==> src/core/ddac_pkg.sv <==
// package: register map, field positions and reset values of the dual converter control block
package ddac_pkg;
  localparam logic [7:0] DDAC_OFS_CH0_LOW  = 8'hF9;
  localparam logic [7:0] DDAC_OFS_CH0_HIGH = 8'hFA;
  localparam logic [7:0] DDAC_OFS_CH1_LOW  = 8'hFB;
  localparam logic [7:0] DDAC_OFS_CH1_HIGH = 8'hFC;
  localparam logic [7:0] DDAC_OFS_CONTROL  = 8'hFD;
  localparam logic [7:0] DDAC_OFS_SYSCFG   = 8'hAF;
  localparam logic [7:0] DDAC_OFS_STATUS   = 8'hF8;

  localparam logic [7:0] DDAC_CONTROL_RST  = 8'h04;
  localparam logic [7:0] DDAC_CODE_RST     = 8'h00;
  localparam logic [7:0] DDAC_SYSCFG_RST   = 8'h00;

  localparam int DDAC_BIT_MODE8  = 7;
  localparam int DDAC_BIT_SPAN1  = 6;
  localparam int DDAC_BIT_SPAN0  = 5;
  localparam int DDAC_BIT_ZERON1 = 4;
  localparam int DDAC_BIT_ZERON0 = 3;
  localparam int DDAC_BIT_SYNC   = 2;
  localparam int DDAC_BIT_PWR1   = 1;
  localparam int DDAC_BIT_PWR0   = 0;
  localparam int DDAC_BIT_BYPASS = 5;

  localparam int DDAC_CODE_W = 12;
  localparam logic [11:0] DDAC_CODE_ZERO = 12'h000;
  localparam logic [3:0]  DDAC_PAD_ZERO  = 4'h0;
endpackage

==> src/core/ddac_channel.sv <==
// one converter channel: held code, output code, zero forcing and power gating
`timescale 1ns/1ps
module ddac_channel
  import ddac_pkg::*;
(
  input  wire logic                   ref_clk,       // core clock
  input  wire logic                   rst_n,         // sync reset, active low
  input  wire logic [7:0]             code_low_q,    // low code byte register
  input  wire logic [7:0]             code_high_q,   // high code byte register
  input  wire logic                   mode8,         // 8-bit mode select
  input  wire logic                   load,          // transfer held code to output
  input  wire logic                   output_zero_n, // low forces zero output
  input  wire logic                   power_on,      // channel powered
  output logic [DDAC_CODE_W-1:0]      dac_code,      // code to converter core
  output logic                        dac_enable,    // output driven (else high impedance)
  output logic                        dac_zero       // output forced to 0 V
);
  logic [DDAC_CODE_W-1:0] held_code;
  logic [DDAC_CODE_W-1:0] out_code_q;
  logic [DDAC_CODE_W-1:0] out_code_d;

  assign held_code  = mode8 ? {code_low_q, DDAC_PAD_ZERO}
                            : {code_high_q[3:0], code_low_q};
  assign out_code_d = load ? held_code : out_code_q;

  always_ff @(posedge ref_clk) begin
    if (!rst_n) begin
      out_code_q <= DDAC_CODE_ZERO;
      dac_enable <= 1'b0;
      dac_zero   <= 1'b1;
      dac_code   <= DDAC_CODE_ZERO;
    end else begin
      out_code_q <= out_code_d;
      dac_enable <= power_on;
      dac_zero   <= ~output_zero_n;
      dac_code   <= output_zero_n ? out_code_d : DDAC_CODE_ZERO;
    end
  end
endmodule

==> src/core/ddac_top.sv <==
// top: classic wishbone register file and update control for two 12-bit converters
//
// Functional notes
// - control bit 7 selects 8-bit mode
// - bit 6 selects channel 1 span
// - bit 5 selects channel 0 span
// - bit 4 low zeroes channel 1
// - bit 3 low zeroes channel 0
// - sync high: low byte write updates output
// - sync low holds; rising sync loads both
// - bit 1 powers channel 1
// - bit 0 powers channel 0
// - 12-bit code right-justified in byte pair
// - data byte registers reset to zero
// - converters disabled, high impedance after reset
// - configuration bit 5 bypasses output buffer
`timescale 1ns/1ps
module ddac_top
  import ddac_pkg::*;
(
  input  wire logic                   ref_clk,       // core clock, 100 MHz
  input  wire logic                   rst_n,         // sync reset, active low
  input  wire logic                   wb_cyc_i,      // wishbone cycle
  input  wire logic                   wb_stb_i,      // wishbone strobe
  input  wire logic                   wb_we_i,       // wishbone write enable
  input  wire logic [7:0]             wb_adr_i,      // wishbone byte address
  input  wire logic [3:0]             wb_sel_i,      // wishbone byte selects
  input  wire logic [31:0]            wb_dat_i,      // wishbone write data
  output logic [31:0]                 wb_dat_o,      // wishbone read data
  output logic                        wb_ack_o,      // wishbone acknowledge
  output logic                        wb_err_o,      // unmapped address answer
  output logic [DDAC_CODE_W-1:0]      dac0_code,     // channel 0 output code
  output logic [DDAC_CODE_W-1:0]      dac1_code,     // channel 1 output code
  output logic                        dac0_enable,   // channel 0 driven
  output logic                        dac1_enable,   // channel 1 driven
  output logic                        dac0_zero,     // channel 0 forced to 0 V
  output logic                        dac1_zero,     // channel 1 forced to 0 V
  output logic                        span_select_ch0, // channel 0 supply span
  output logic                        span_select_ch1, // channel 1 supply span
  output logic                        buffer_bypass  // output buffer bypassed
);
  // ----------------------------------------------------------------------
  // registers
  // ----------------------------------------------------------------------
  logic [7:0] channel0_code_low_q;
  logic [7:0] channel0_code_high_q;
  logic [7:0] channel1_code_low_q;
  logic [7:0] channel1_code_high_q;
  logic [7:0] converter_control_q;
  logic [7:0] system_configuration_q;
  logic       sync_prev_q;
  logic       imm_load_ch0_q;
  logic       imm_load_ch1_q;
  // per-register next values
  logic [7:0] channel0_code_low_d;
  logic [7:0] channel0_code_high_d;
  logic [7:0] channel1_code_low_d;
  logic [7:0] channel1_code_high_d;
  logic [7:0] converter_control_d;
  logic [7:0] system_configuration_d;

  // ----------------------------------------------------------------------
  // helper functions
  // ----------------------------------------------------------------------
  // address compare, shared by every register select
  function automatic logic ddac_hit(input logic [7:0] adr, input logic [7:0] ofs);
    return (adr == ofs);
  endfunction

  // next value of a byte register: new byte on its write strobe, else hold
  function automatic logic [7:0] ddac_byte_next(input logic wr_en, input logic [7:0] wdat, input logic [7:0] cur);
    return wr_en ? wdat : cur;
  endfunction

  // immediate update request of one channel
  function automatic logic ddac_imm_load(input logic sync, input logic low_wr);
    return sync & low_wr;
  endfunction

  // ----------------------------------------------------------------------
  // bus decode
  // ----------------------------------------------------------------------
  // a request is taken only while no answer stands, so each gets exactly one
  // sel[0] gates every write; the other byte lanes are ignored
  wire req      = wb_cyc_i & wb_stb_i & ~wb_ack_o & ~wb_err_o;
  wire hit_c0l  = ddac_hit(wb_adr_i, DDAC_OFS_CH0_LOW);
  wire hit_c0h  = ddac_hit(wb_adr_i, DDAC_OFS_CH0_HIGH);
  wire hit_c1l  = ddac_hit(wb_adr_i, DDAC_OFS_CH1_LOW);
  wire hit_c1h  = ddac_hit(wb_adr_i, DDAC_OFS_CH1_HIGH);
  wire hit_ctl  = ddac_hit(wb_adr_i, DDAC_OFS_CONTROL);
  wire hit_cfg  = ddac_hit(wb_adr_i, DDAC_OFS_SYSCFG);
  wire hit_sts  = ddac_hit(wb_adr_i, DDAC_OFS_STATUS);
  wire mapped   = hit_c0l | hit_c0h | hit_c1l | hit_c1h | hit_ctl | hit_cfg | hit_sts;
  wire wr       = req & wb_we_i & wb_sel_i[0] & mapped;
  wire wr_c0l   = wr & hit_c0l;
  wire wr_c0h   = wr & hit_c0h;
  wire wr_c1l   = wr & hit_c1l;
  wire wr_c1h   = wr & hit_c1h;
  wire wr_ctl   = wr & hit_ctl;
  wire wr_cfg   = wr & hit_cfg;
  wire [7:0] wdata = wb_dat_i[7:0];

  // status: live state of both channels
  wire [7:0] status_byte = {4'h0, dac1_zero, dac0_zero, dac1_enable, dac0_enable};

  wire [7:0] rd_byte = hit_c0l ? channel0_code_low_q    :
                       hit_c0h ? channel0_code_high_q   :
                       hit_c1l ? channel1_code_low_q    :
                       hit_c1h ? channel1_code_high_q   :
                       hit_ctl ? converter_control_q    :
                       hit_cfg ? system_configuration_q :
                       hit_sts ? status_byte            : 8'h00;

  // ----------------------------------------------------------------------
  // update control
  // ----------------------------------------------------------------------
  // control fields
  wire mode8      = converter_control_q[DDAC_BIT_MODE8];
  wire span_ch1   = converter_control_q[DDAC_BIT_SPAN1];
  wire span_ch0   = converter_control_q[DDAC_BIT_SPAN0];
  wire zero_n_ch1 = converter_control_q[DDAC_BIT_ZERON1];
  wire zero_n_ch0 = converter_control_q[DDAC_BIT_ZERON0];
  wire pwr_ch1    = converter_control_q[DDAC_BIT_PWR1];
  wire pwr_ch0    = converter_control_q[DDAC_BIT_PWR0];
  wire sync_now   = converter_control_q[DDAC_BIT_SYNC];
  wire bypass_sel = system_configuration_q[DDAC_BIT_BYPASS];

  // a low byte is stored at its write edge, so the immediate load waits one
  // cycle and then copies the freshly stored byte pair
  wire imm_load_ch0_d = ddac_imm_load(sync_now, wr_c0l);
  wire imm_load_ch1_d = ddac_imm_load(sync_now, wr_c1l);
  wire sync_rise      = sync_now & ~sync_prev_q;
  wire load_ch0       = imm_load_ch0_q | sync_rise;
  wire load_ch1       = imm_load_ch1_q | sync_rise;

  // ----------------------------------------------------------------------
  // register writes
  // ----------------------------------------------------------------------
  assign channel0_code_low_d    = ddac_byte_next(wr_c0l, wdata, channel0_code_low_q);
  assign channel0_code_high_d   = ddac_byte_next(wr_c0h, wdata, channel0_code_high_q);
  assign channel1_code_low_d    = ddac_byte_next(wr_c1l, wdata, channel1_code_low_q);
  assign channel1_code_high_d   = ddac_byte_next(wr_c1h, wdata, channel1_code_high_q);
  assign converter_control_d    = ddac_byte_next(wr_ctl, wdata, converter_control_q);
  assign system_configuration_d = ddac_byte_next(wr_cfg, wdata, system_configuration_q);

  // data bytes clear at power-on; a write lands only in the byte it addresses
  always_ff @(posedge ref_clk) begin
    if (!rst_n) begin
      channel0_code_low_q <= DDAC_CODE_RST;
    end else begin
      channel0_code_low_q <= channel0_code_low_d;
    end
  end

  always_ff @(posedge ref_clk) begin
    if (!rst_n) begin
      channel0_code_high_q <= DDAC_CODE_RST;
    end else begin
      channel0_code_high_q <= channel0_code_high_d;
    end
  end

  always_ff @(posedge ref_clk) begin
    if (!rst_n) begin
      channel1_code_low_q <= DDAC_CODE_RST;
    end else begin
      channel1_code_low_q <= channel1_code_low_d;
    end
  end

  always_ff @(posedge ref_clk) begin
    if (!rst_n) begin
      channel1_code_high_q <= DDAC_CODE_RST;
    end else begin
      channel1_code_high_q <= channel1_code_high_d;
    end
  end

  // control resets with sync set and both channels powered down
  always_ff @(posedge ref_clk) begin
    if (!rst_n) begin
      converter_control_q <= DDAC_CONTROL_RST;
    end else begin
      converter_control_q <= converter_control_d;
    end
  end

  // system configuration: only the bypass bit acts, every bit reads back
  always_ff @(posedge ref_clk) begin
    if (!rst_n) begin
      system_configuration_q <= DDAC_SYSCFG_RST;
    end else begin
      system_configuration_q <= system_configuration_d;
    end
  end

  // previous sync level starts at its reset value, so reset gives no false rise
  always_ff @(posedge ref_clk) begin
    if (!rst_n) begin
      sync_prev_q <= DDAC_CONTROL_RST[DDAC_BIT_SYNC];
    end else begin
      sync_prev_q <= sync_now;
    end
  end

  // one-cycle immediate load request of each channel
  always_ff @(posedge ref_clk) begin
    if (!rst_n) begin
      imm_load_ch0_q <= 1'b0;
    end else begin
      imm_load_ch0_q <= imm_load_ch0_d;
    end
  end

  always_ff @(posedge ref_clk) begin
    if (!rst_n) begin
      imm_load_ch1_q <= 1'b0;
    end else begin
      imm_load_ch1_q <= imm_load_ch1_d;
    end
  end

  // ----------------------------------------------------------------------
  // bus answer
  // ----------------------------------------------------------------------
  // answer one cycle after the request; read byte only in a read acknowledge
  wire        ack_d = req & mapped;
  wire        err_d = req & ~mapped;
  wire [31:0] dat_d = (ack_d & ~wb_we_i) ? {24'h000000, rd_byte} : 32'h0000_0000;

  always_ff @(posedge ref_clk) begin
    if (!rst_n) begin
      wb_ack_o <= 1'b0;
      wb_err_o <= 1'b0;
    end else begin
      wb_ack_o <= ack_d;
      wb_err_o <= err_d;
    end
  end

  always_ff @(posedge ref_clk) begin
    if (!rst_n) begin
      wb_dat_o <= 32'h0000_0000;
    end else begin
      wb_dat_o <= dat_d;
    end
  end

  // ----------------------------------------------------------------------
  // static controls
  // ----------------------------------------------------------------------
  // span and bypass follow their register bits one cycle later
  always_ff @(posedge ref_clk) begin
    if (!rst_n) begin
      span_select_ch0 <= 1'b0;
      span_select_ch1 <= 1'b0;
    end else begin
      span_select_ch0 <= span_ch0;
      span_select_ch1 <= span_ch1;
    end
  end

  always_ff @(posedge ref_clk) begin
    if (!rst_n) begin
      buffer_bypass <= 1'b0;
    end else begin
      buffer_bypass <= bypass_sel;
    end
  end

  // ----------------------------------------------------------------------
  // channels
  // ----------------------------------------------------------------------
  // both channels share the width mode; each has its own load, zero and power
  ddac_channel u_ch0 (
    .ref_clk       (ref_clk),
    .rst_n         (rst_n),
    .code_low_q    (channel0_code_low_q),
    .code_high_q   (channel0_code_high_q),
    .mode8         (mode8),
    .load          (load_ch0),
    .output_zero_n (zero_n_ch0),
    .power_on      (pwr_ch0),
    .dac_code      (dac0_code),
    .dac_enable    (dac0_enable),
    .dac_zero      (dac0_zero)
  );

  ddac_channel u_ch1 (
    .ref_clk       (ref_clk),
    .rst_n         (rst_n),
    .code_low_q    (channel1_code_low_q),
    .code_high_q   (channel1_code_high_q),
    .mode8         (mode8),
    .load          (load_ch1),
    .output_zero_n (zero_n_ch1),
    .power_on      (pwr_ch1),
    .dac_code      (dac1_code),
    .dac_enable    (dac1_enable),
    .dac_zero      (dac1_zero)
  );
endmodule

==> config.mk <==
export PLATFORM = sky130hd
export DESIGN_NAME = ddac_top
export DESIGN_NICKNAME = d
export VERILOG_FILES = /design/src/core/ddac_pkg.sv /design/src/core/ddac_channel.sv /design/src/core/ddac_top.sv
export SDC_FILE = /design/constraint.sdc
export NUM_CORES = 1
export LEC_CHECK = 0
export BUFFER_PORTS_ARGS = -buffer_cell sky130_fd_sc_hd__buf_2
export CORE_ASPECT_RATIO = 1.5
export CORE_MARGIN = 2
export CORE_UTILIZATION = 54
export CTS_CLUSTER_DIAMETER = 120
export CTS_CLUSTER_SIZE = 24
export DETAILED_ROUTE_END_ITERATION = 7
export GPL_ROUTABILITY_DRIVEN = 0
export MAX_ROUTING_LAYER = met4
export PLACE_DENSITY = 0.9
export SYNTH_ARGS = -nofsm -noshare
export SYNTH_HDL_FRONTEND = slang
export SYNTH_SLANG_ARGS = --single-unit
==> constraint.sdc <==
create_clock -name ref_clk -period 2 [get_ports ref_clk]
set_clock_uncertainty 0.1 [all_clocks]
set_input_delay 0.3 -clock ref_clk [delete_from_list [all_inputs] [get_ports ref_clk]]
set_output_delay 0.3 -clock ref_clk [all_outputs]
set_load 0.005 [all_outputs]
-- After elaboration in Yosys (flattened, before gate mapping)
Cells that the tools add are included.
- output and inout port bits: 65
- logic and storage cells: 78
- register bits after elaboration: 140
- input port bits: 49
- muxes and demuxes: 11
- bitwise operators: 33
- reductions and logical operators: 3
- eq/ne operators: 7
- operators with widths (kind ; count):
    == test 8 bit (second input constant) ; 7
    two-way mux 12 bit ; 4
    two-way mux 8 bit ; 6
    AND 1 bit ; 18
    OR 1 bit ; 8
    NOT 1 bit ; 7
    AND reduction 2 bit ; 3
    two-way mux 4 bit ; 1

-- Depth between registers and ports, before layout
Gate-level depths: netlist of the first run.
- depth in word-level cells: 10
- gate-level depth with buffers: 7
- gate-level depth less buffers: 5

-- Modules after synthesis
Synthesis of the first run repeated with hierarchy kept, for this count alone.
- cells, all modules: 538
- area total of the unflattened synthesis: 5021.1 sq um
- modules (own cells, without submodules) (module ; area an instance (sq um) ; cells each ; instances ; seq. area each (sq um)):
    ddac_top ; 3176.8 ; 356 ; 1 ; 1281.2
    ddac_channel ; 922.1 ; 91 ; 2 ; 520.5

-- Worst setup path after synthesis of the first run
OpenSTA, ideal clock, no wires.
- path kind: register -> register
- start: register wb_err_o
- end: register converter_control_q[2]
- cell stages (with the launch flop): 6
- required time: 1.775 ns
- setup time: 0.125 ns
- clock period less this slack: 1.705 ns
- slack: 0.295 ns
- path buffers: 0
- arrival: 1.479 ns
- path through: dfxtp_1 -> and4bb_2 -> nand3_4 -> nor3_4 -> mux2i_1 -> nand2_1
- longest elaborated chain between the ends: 6
- RTL lines (what ; line ; RTL):
    from (decl) ; ddac_top.sv:31 ; output logic wb_err_o,
    from (signal assigned) ; ddac_top.sv:237 ; wb_err_o <= err_d;
    NOT 1 bit ; ddac_top.sv:85 ; wire req = wb_cyc_i & wb_stb_i & ~wb_ack_o & ~wb_err_o;
    AND 1 bit ; ddac_top.sv:85 ;
    AND 1 bit (3 in series) ; ddac_top.sv:94 ; wire wr = req & wb_we_i & wb_sel_i[0] & mapped;
    AND 1 bit ; ddac_top.sv:99 ; wire wr_ctl = wr & hit_ctl;
    to (signal assigned) ; ddac_top.sv:184 ; converter_control_q <= converter_control_d;
    to (decl) ; ddac_top.sv:49 ; logic [7:0] converter_control_q;
Every way passes these cells.
A chain may end at the register's enable or synchronous reset.

-- Worst setup path in the final report of the first run
- start: register wb_err_o
- end: register channel1_code_low_q[1]
- longest elaborated chain between the ends: 6
- RTL lines (what ; line ; RTL):
    NOT 1 bit ; ddac_top.sv:85 ;
    AND 1 bit ; ddac_top.sv:85 ;
    AND 1 bit (3 in series) ; ddac_top.sv:94 ;
    AND 1 bit ; ddac_top.sv:97 ; wire wr_c1l = wr & hit_c1l;
    to (signal assigned) ; ddac_top.sv:167 ; channel1_code_low_q <= channel1_code_low_d;
    to (decl) ; ddac_top.sv:47 ; logic [7:0] channel1_code_low_q;
Every way passes these cells.

==> flow_summary.rst, run 1 <==
.. list-table::
   :header-rows: 1

   * - Metric
     - Value
   * - Number of buffers created by CTS
     - 17
   * - Number of search-and-repair iterations in the first detailed-routing pass
     - 6
   * - Area overhead of the layout relative to synthesis
     - 20.5%
   * - Combined global-route utilization of all metal layers
     - 0.271
   * - Vias after detailed routing
     - 3979
   * - Post-CTS Setup Repair Bufs
     - 0
   * - N_diodes
     - 0
   * - Layout Nets
     - 631
   * - Worst VDD drop
     - 0.000654 V
   * - Clk Tree Root Cell
     - sky130_fd_sc_hd__clkbuf_16
   * - Seq cells post-synth
     - 116
   * - CTS Hold Bufs
     - 0
   * - ANT nets after route
     - 0
   * - Remaining global-route overflow
     - 0
   * - Power per standard cell area
     - 926 mW/mm^2
   * - Row cnt
     - 42
   * - Global-route wire length before repair
     - 19600 um
   * - Clock transition at path regs
     - 0.06 ns
   * - R2r endpoint
     - channel1_code_low_q[1]
   * - Post-synthesis cell count
     - 509
   * - Result of the run
     - completed
   * - Setup repair after global routing missed its margin
     - false
   * - Syn avg cell area
     - 9.72 sq um
   * - Required time of the worst setup path
     - about 2.2 ns
   * - Cell leakage power
     - 0.00258 uW
   * - Total half-perimeter wirelength after legalization and detailed placement
     - 8320 um
   * - Worst min-delay path category
     - in2reg
   * - Buffers from clock root to sink, at most
     - 2
   * - Clock tree from TritonCTS
     - built
   * - Count of yosys warnings during synthesis
     - 0
   * - Maximum Capacitance Violations
     - 0
   * - Ports
     - roughly 110
   * - Post-synthesis cell area
     - 0.00495 sq mm
   * - Post-Route Setup TNS
     - 0 ns
   * - Ratio of routed vias to standard cells
     - 5.64
   * - Achievable frequency
     - 556 MHz
   * - End of the critical path
     - channel1_code_low_q[1]
   * - Core ar.
     - 0.00888 sq mm
   * - Sequential fraction of the synthesis area
     - 0.469
   * - Seq. cell area
     - 0.00232 sq mm
   * - Number of DRC violations after detailed routing
     - 0
   * - Total setup violations reported at the end of the flow
     - 0
   * - Startpoint of the most critical setup path
     - wb_err_o
   * - Final period util
     - 0.899
   * - Fraction of synthesis flops using an asynchronous set or reset pin
     - 0
   * - Largest net degree at the start of global routing
     - 83
   * - Type of the worst setup path
     - reg2reg
   * - Final count of pins violating max slew
     - 0
   * - Arrival time worst endpoint
     - around 2 ns
   * - Die Width
     - 82.2 um
   * - Routed WL
     - 12300 um
   * - Clock insertion delay at the later pin of the skew report
     - about 0.4 ns
   * - CTS HTree Levels
     - 4
   * - Multi-input logic area
     - approximately 0.0024 sq mm
   * - Routed wire length per instance
     - 17.5 um
   * - Worst R2R Path Depth
     - 5
   * - EDFF count, synth
     - 0
   * - Prevailing post-synth register cell
     - sky130_fd_sc_hd__dfxtp_1
   * - Count of filler cells inserted in the layout
     - 660
   * - R2r startpoint
     - wb_err_o
   * - Distinct cells, synth
     - 47
   * - Die outline area
     - 0.00996 sq mm
   * - Clk sink count
     - 116
   * - Minimum setup slack among reg-to-reg paths
     - 0.20 ns
   * - Critical Path Start Type
     - register
   * - Number of instances resized during post-cts repair
     - 0
   * - Layout cell share with drive strength beyond 1
     - 0.225
   * - Clock period minus worst slack
     - 1.80 ns
   * - Floorplan die height
     - 121 um
   * - Number of port buffers
     - 62
   * - Utilization after layout
     - 0.672
   * - Starting utilization of the core area
     - 0.557
   * - Antenna violations before repair
     - 0
   * - Vias in the first global route
     - approximately 4000
   * - Final number of hold-violating endpoints
     - 0
   * - Crit Path Max Fanout
     - 8
   * - DRC marker count from the first detailed-route iteration
     - 361
   * - Crit end category
     - register
[cell families after synthesis]
kind of cell,after synthesis,share of synthesized area
other,1,0.000758
muxes,54,0.109
AOI/OAI and AO/OA,91,0.137
DFF,116,0.469
buffers and inverters,59,0.0680
and+or+nand+nor,188,0.216
[worst min path at each step]
stage / start / to / slack, ns / depth (start not counted)
after floorplan: wb_dat_i[2] / converter_control_q[2] / 0.33 / 2
after global placement: u_ch0.out_code_q[2] / u_ch0.out_code_q[2] / 0.36 / 2
after detailed placement: u_ch0.out_code_q[2] / u_ch0.out_code_q[2] / 0.36 / 2
after CTS: wb_dat_i[3] / channel0_code_low_q[3] / 0.12 / 3
after global routing: wb_dat_i[3] / channel0_code_low_q[3] / 0.12 / 3
final: wb_dat_i[3] / channel0_code_low_q[3] / 0.14 / 3
[stage by stage]
step           instance area, sq um  setup slack (ns)  total power, uW  std cells  hold slack (ns)
2_1_floorplan                  5030             0.295             2500        532            0.328
3_3_place_gp                   5370             0.105             2540        673            0.357
3_5_place_dp                   5370            0.0618             2540        673            0.364
4_1_cts                        5960             0.200             5530        705            0.115
5_1_grt                        5960             0.108             5650        705            0.125
6_report                       5960             0.202             5520        705            0.135
[layout by cell type (no fill, tap or decap), drive strengths merged, types with 2 or more instances in the layout]
master	count
a32oi	4
o22ai	3
and4bb	2
nand3b	8
a211oi	3
a21oi	11
a21boi	24
inv	5
and2	31
o21ai	19
nand2b	3
nor2	15
o22a	2
or3	6
clkbuf	24
a22oi	4
or2	2
conb	24
nor3	11
o211a	16
clkinv	4
buf	86
a21o	2
dfxtp	116
and3	4
bufinv	2
mux2i	53
nand3	5
nand2	62
nor2b	34
[layer usage]
metal  global-route usage  wire, um  share of wire  vias up
li1                     -         -              -     1847
met1                0.296      4640           0.38     1819
met5                    -         0              0        -
met4                0.190       796          0.065        0
met2                0.423      5980           0.48      249
met3               0.0662       925          0.075       64
[critical path: stages (launching register included)]
cell                       delay [ns]
sky130_fd_sc_hd__dfxtp_1         0.30
sky130_fd_sc_hd__and4bb_2        0.36
sky130_fd_sc_hd__nand3_4         0.17
sky130_fd_sc_hd__or3_1           0.54
sky130_fd_sc_hd__nand2_1         0.13
sky130_fd_sc_hd__a21boi_0        0.09
[synth_stat cells, drive strengths merged (3+ instances only)]
cell type / n / area (sq um)
buf: 38 / 258
or3: 6 / 37.5
a32oi: 4 / 35.0
nand3b: 8 / 60.1
a22oi: 4 / 30.0
mux2i: 53 / 531
nand2b: 3 / 18.8
clkbuf: 17 / 63.8
nand2: 62 / 233
and3: 4 / 25.0
dfxtp: 116 / 2320
nor2: 15 / 63.8
and2: 31 / 194
a21oi: 11 / 58.8
o22ai: 3 / 18.8
inv: 4 / 15.0
a21boi: 24 / 180
nand3: 5 / 37.5
o211a: 16 / 160
a211oi: 3 / 37.5
o21ai: 19 / 95.1
nor3: 11 / 109
nor2b: 34 / 213
[power breakdown]
part           internal (uW)  leakage, uW  total, uW  switching (uW)
Sequential              2310     0.000934       2320           0.523
Clock                   1990     0.000296       3020            1030
Combinational           65.6      0.00135        189             123
Total                   4370      0.00258       5520            1150
[final cells by class]
type / instances / area share
clock inverters: 8 / 0.0162
flip-flops and latches: 116 / 0.389
clock buffers: 24 / 0.0841
well taps: 110 / 0.0231
repair buffers: 86 / 0.0864
inverters: 4 / 0.00252
multi-input cells: 357 / 0.398
[sequential cells by signal, summed over array words and instances (netlist names), 12 cells and up]
name              flops
u_ch0.dac_code       12
u_ch1.dac_code       12
u_ch1.out_code_q     12
u_ch0.out_code_q     12
(Power assumes the default switching activity.)
==> run 2, diff against run 1 <==
CTS_CLUSTER_DIAMETER = 50   (was 120)
SETUP_SLACK_MARGIN = 0.5   (was not set)
==> flow_summary.rst, run 2 (synthesis gave the netlist of run 1 again) <==
.. list-table::
   :header-rows: 1

   * - Metric
     - Value
   * - CTS HTree Levels
     - 4
   * - Vias after detailed routing
     - 4228
   * - Clock transition at path regs
     - 0.06 ns
   * - PnR Total Power
     - 5660 uW
   * - Commonest non-fill, non-tap cell in the layout
     - sky130_fd_sc_hd__dfxtp_1
   * - Routed wire length per instance
     - 19.4 um
   * - Post-Route Setup TNS
     - 0 ns
   * - Crit Path Max Fanout
     - 6
   * - Largest net degree at the start of global routing
     - 70
   * - Die Width
     - between 80 and 90 um
   * - Worst VDD drop
     - 0.000709 V
   * - Floorplan die height
     - 121 um
   * - Clock insertion delay at the later pin of the skew report
     - 0.42 ns
   * - Layout Nets
     - 641
   * - Slew at the pin closest to its max-slew limit
     - about 0.5 ns
   * - Setup repair after global routing missed its margin
     - true
   * - Final period util
     - 0.884
   * - Area overhead of the layout relative to synthesis
     - 26.5%
   * - Crit end category
     - register
   * - N_diodes
     - 0
   * - Critical Path Start Type
     - register
   * - Power per standard cell area
     - around 900 mW/mm^2
   * - Clock tree from TritonCTS
     - built
   * - DRC marker count from the first detailed-route iteration
     - 357
   * - Vias in the first global route
     - 3989
   * - Total placed cells including tap cells
     - 671
   * - Startpoint of the most critical setup path
     - wb_ack_o
   * - Total setup violations reported at the end of the flow
     - 0
   * - CTS Hold Bufs
     - 0
   * - Die outline area
     - 0.00996 sq mm
   * - Number of DRC violations after detailed routing
     - 0
   * - Number of buffers created by CTS
     - 17
   * - R2r startpoint
     - wb_ack_o
   * - Buffers from clock root to sink, at most
     - 2
   * - Number of port buffers
     - just over 60
   * - Ratio of routed vias to standard cells
     - 5.91
   * - Maximum Capacitance Violations
     - 0
   * - Worst hold slack across all endpoints
     - 0.119 ns
   * - Max-slew headroom
     - 0.659
   * - Worst min-delay path category
     - in2reg
   * - Clk sink count
     - 116
   * - Number of search-and-repair iterations in the first detailed-routing pass
     - 5
   * - Commonest cells after routing, fill and taps aside
     - sky130_fd_sc_hd__dfxtp_1, sky130_fd_sc_hd__buf_2, sky130_fd_sc_hd__nand2_1
   * - Final count of pins violating max slew
     - 0
   * - Global-route wire length before repair
     - approximately 20000 um
   * - Worst Min Path Start
     - rst_n
   * - Row cnt
     - 42
   * - Routed WL
     - 13900 um
   * - Layout cell share with drive strength beyond 1
     - 0.293
   * - Final number of hold-violating endpoints
     - 0
   * - Core ar.
     - roughly 0.0089 sq mm
   * - Arrival time worst endpoint
     - 1.97 ns
   * - ANT nets after route
     - 0
   * - Antenna violations before repair
     - 0
   * - Placed cell area
     - 0.00538 sq mm
   * - Number of standard cells in the final layout excluding fillers
     - just over 700
   * - Starting utilization of the core area
     - 0.557
   * - Result of the run
     - completed
   * - Clk Tree Root Cell
     - sky130_fd_sc_hd__clkbuf_16
   * - Clock period minus worst slack
     - 1.77 ns
   * - Total half-perimeter wirelength after legalization and detailed placement
     - approximately 8400 um
   * - Combined global-route utilization of all metal layers
     - 0.286
   * - Ports
     - 114
   * - Type of the worst setup path
     - reg2reg
   * - Summed area of non-filler cells in the final layout
     - 0.00626 sq mm
   * - Cell leakage power
     - approximately 0.0027 uW
   * - Achievable frequency
     - 565 MHz
   * - Required time of the worst setup path
     - between 2 and 2.5 ns
   * - Remaining global-route overflow
     - 0
run 2: repair_timing:
action,4_1_cts,5_1_grt
hold endpoints to repair,0,0
pin swaps,13,13
gates resized for setup,23,38
gates cloned,0,4
setup buffers,6,2
endpoints found under the setup margin,69,83
run 2: power breakdown:
part,internal (uW),total (uW),leakage (uW),switching (uW)
registers,2310,2310,0.000935,0.550
logic,73.9,213,0.00147,139
clock network,2060,3130,0.000288,1070
total,4440,5660,0.00269,1210
run 2: area by class of cell:
class	instances	area, sq um
clock inverter	11	150
timing repair buffer	92	591
inverter	4	15.0
fill	557	2620
clock buffer	21	470
tap	110	138
sequential	116	2330
multi-input combinational	361	2570
run 2: per-stage QoR:
stage                     utilization  setup WS (ns)
after global placement          0.606         0.0912
after detailed placement        0.606         0.0408
after global routing            0.705          0.164
final                           0.705          0.231
after CTS                       0.689          0.268
after floorplan                     -          0.319
run 2: worst max-delay path, stage by stage, from the launching register on:
cell and delay, ns:
sky130_fd_sc_hd__dfxtp_1 0.31, sky130_fd_sc_hd__and4bb_4 0.37, sky130_fd_sc_hd__nand3_4 0.14, sky130_fd_sc_hd__nor3_4 0.24, sky130_fd_sc_hd__buf_6 0.18, sky130_fd_sc_hd__mux2i_1 0.24, sky130_fd_sc_hd__nor2b_1 0.08
run 2: path summary, 6_finish.rpt:
check / cells after the start / to / slack (ns)
worst max-delay path: 6 / channel1_code_high_q[0] / 0.23
worst min-delay path: 2 / u_ch0.dac_zero / 0.12
worst max register to register: 6 / channel1_code_high_q[0] / 0.23
worst min register to register: 2 / u_ch0.out_code_q[0] / 0.35
run 2: per-layer routing:
metal,vias to the layer above,global-route usage,wire length (um)
met5,-,-,0
met4,0,0.199,1050
met3,93,0.0804,1120
met2,285,0.449,6820
met1,1971,0.305,4880
li1,1879,-,-
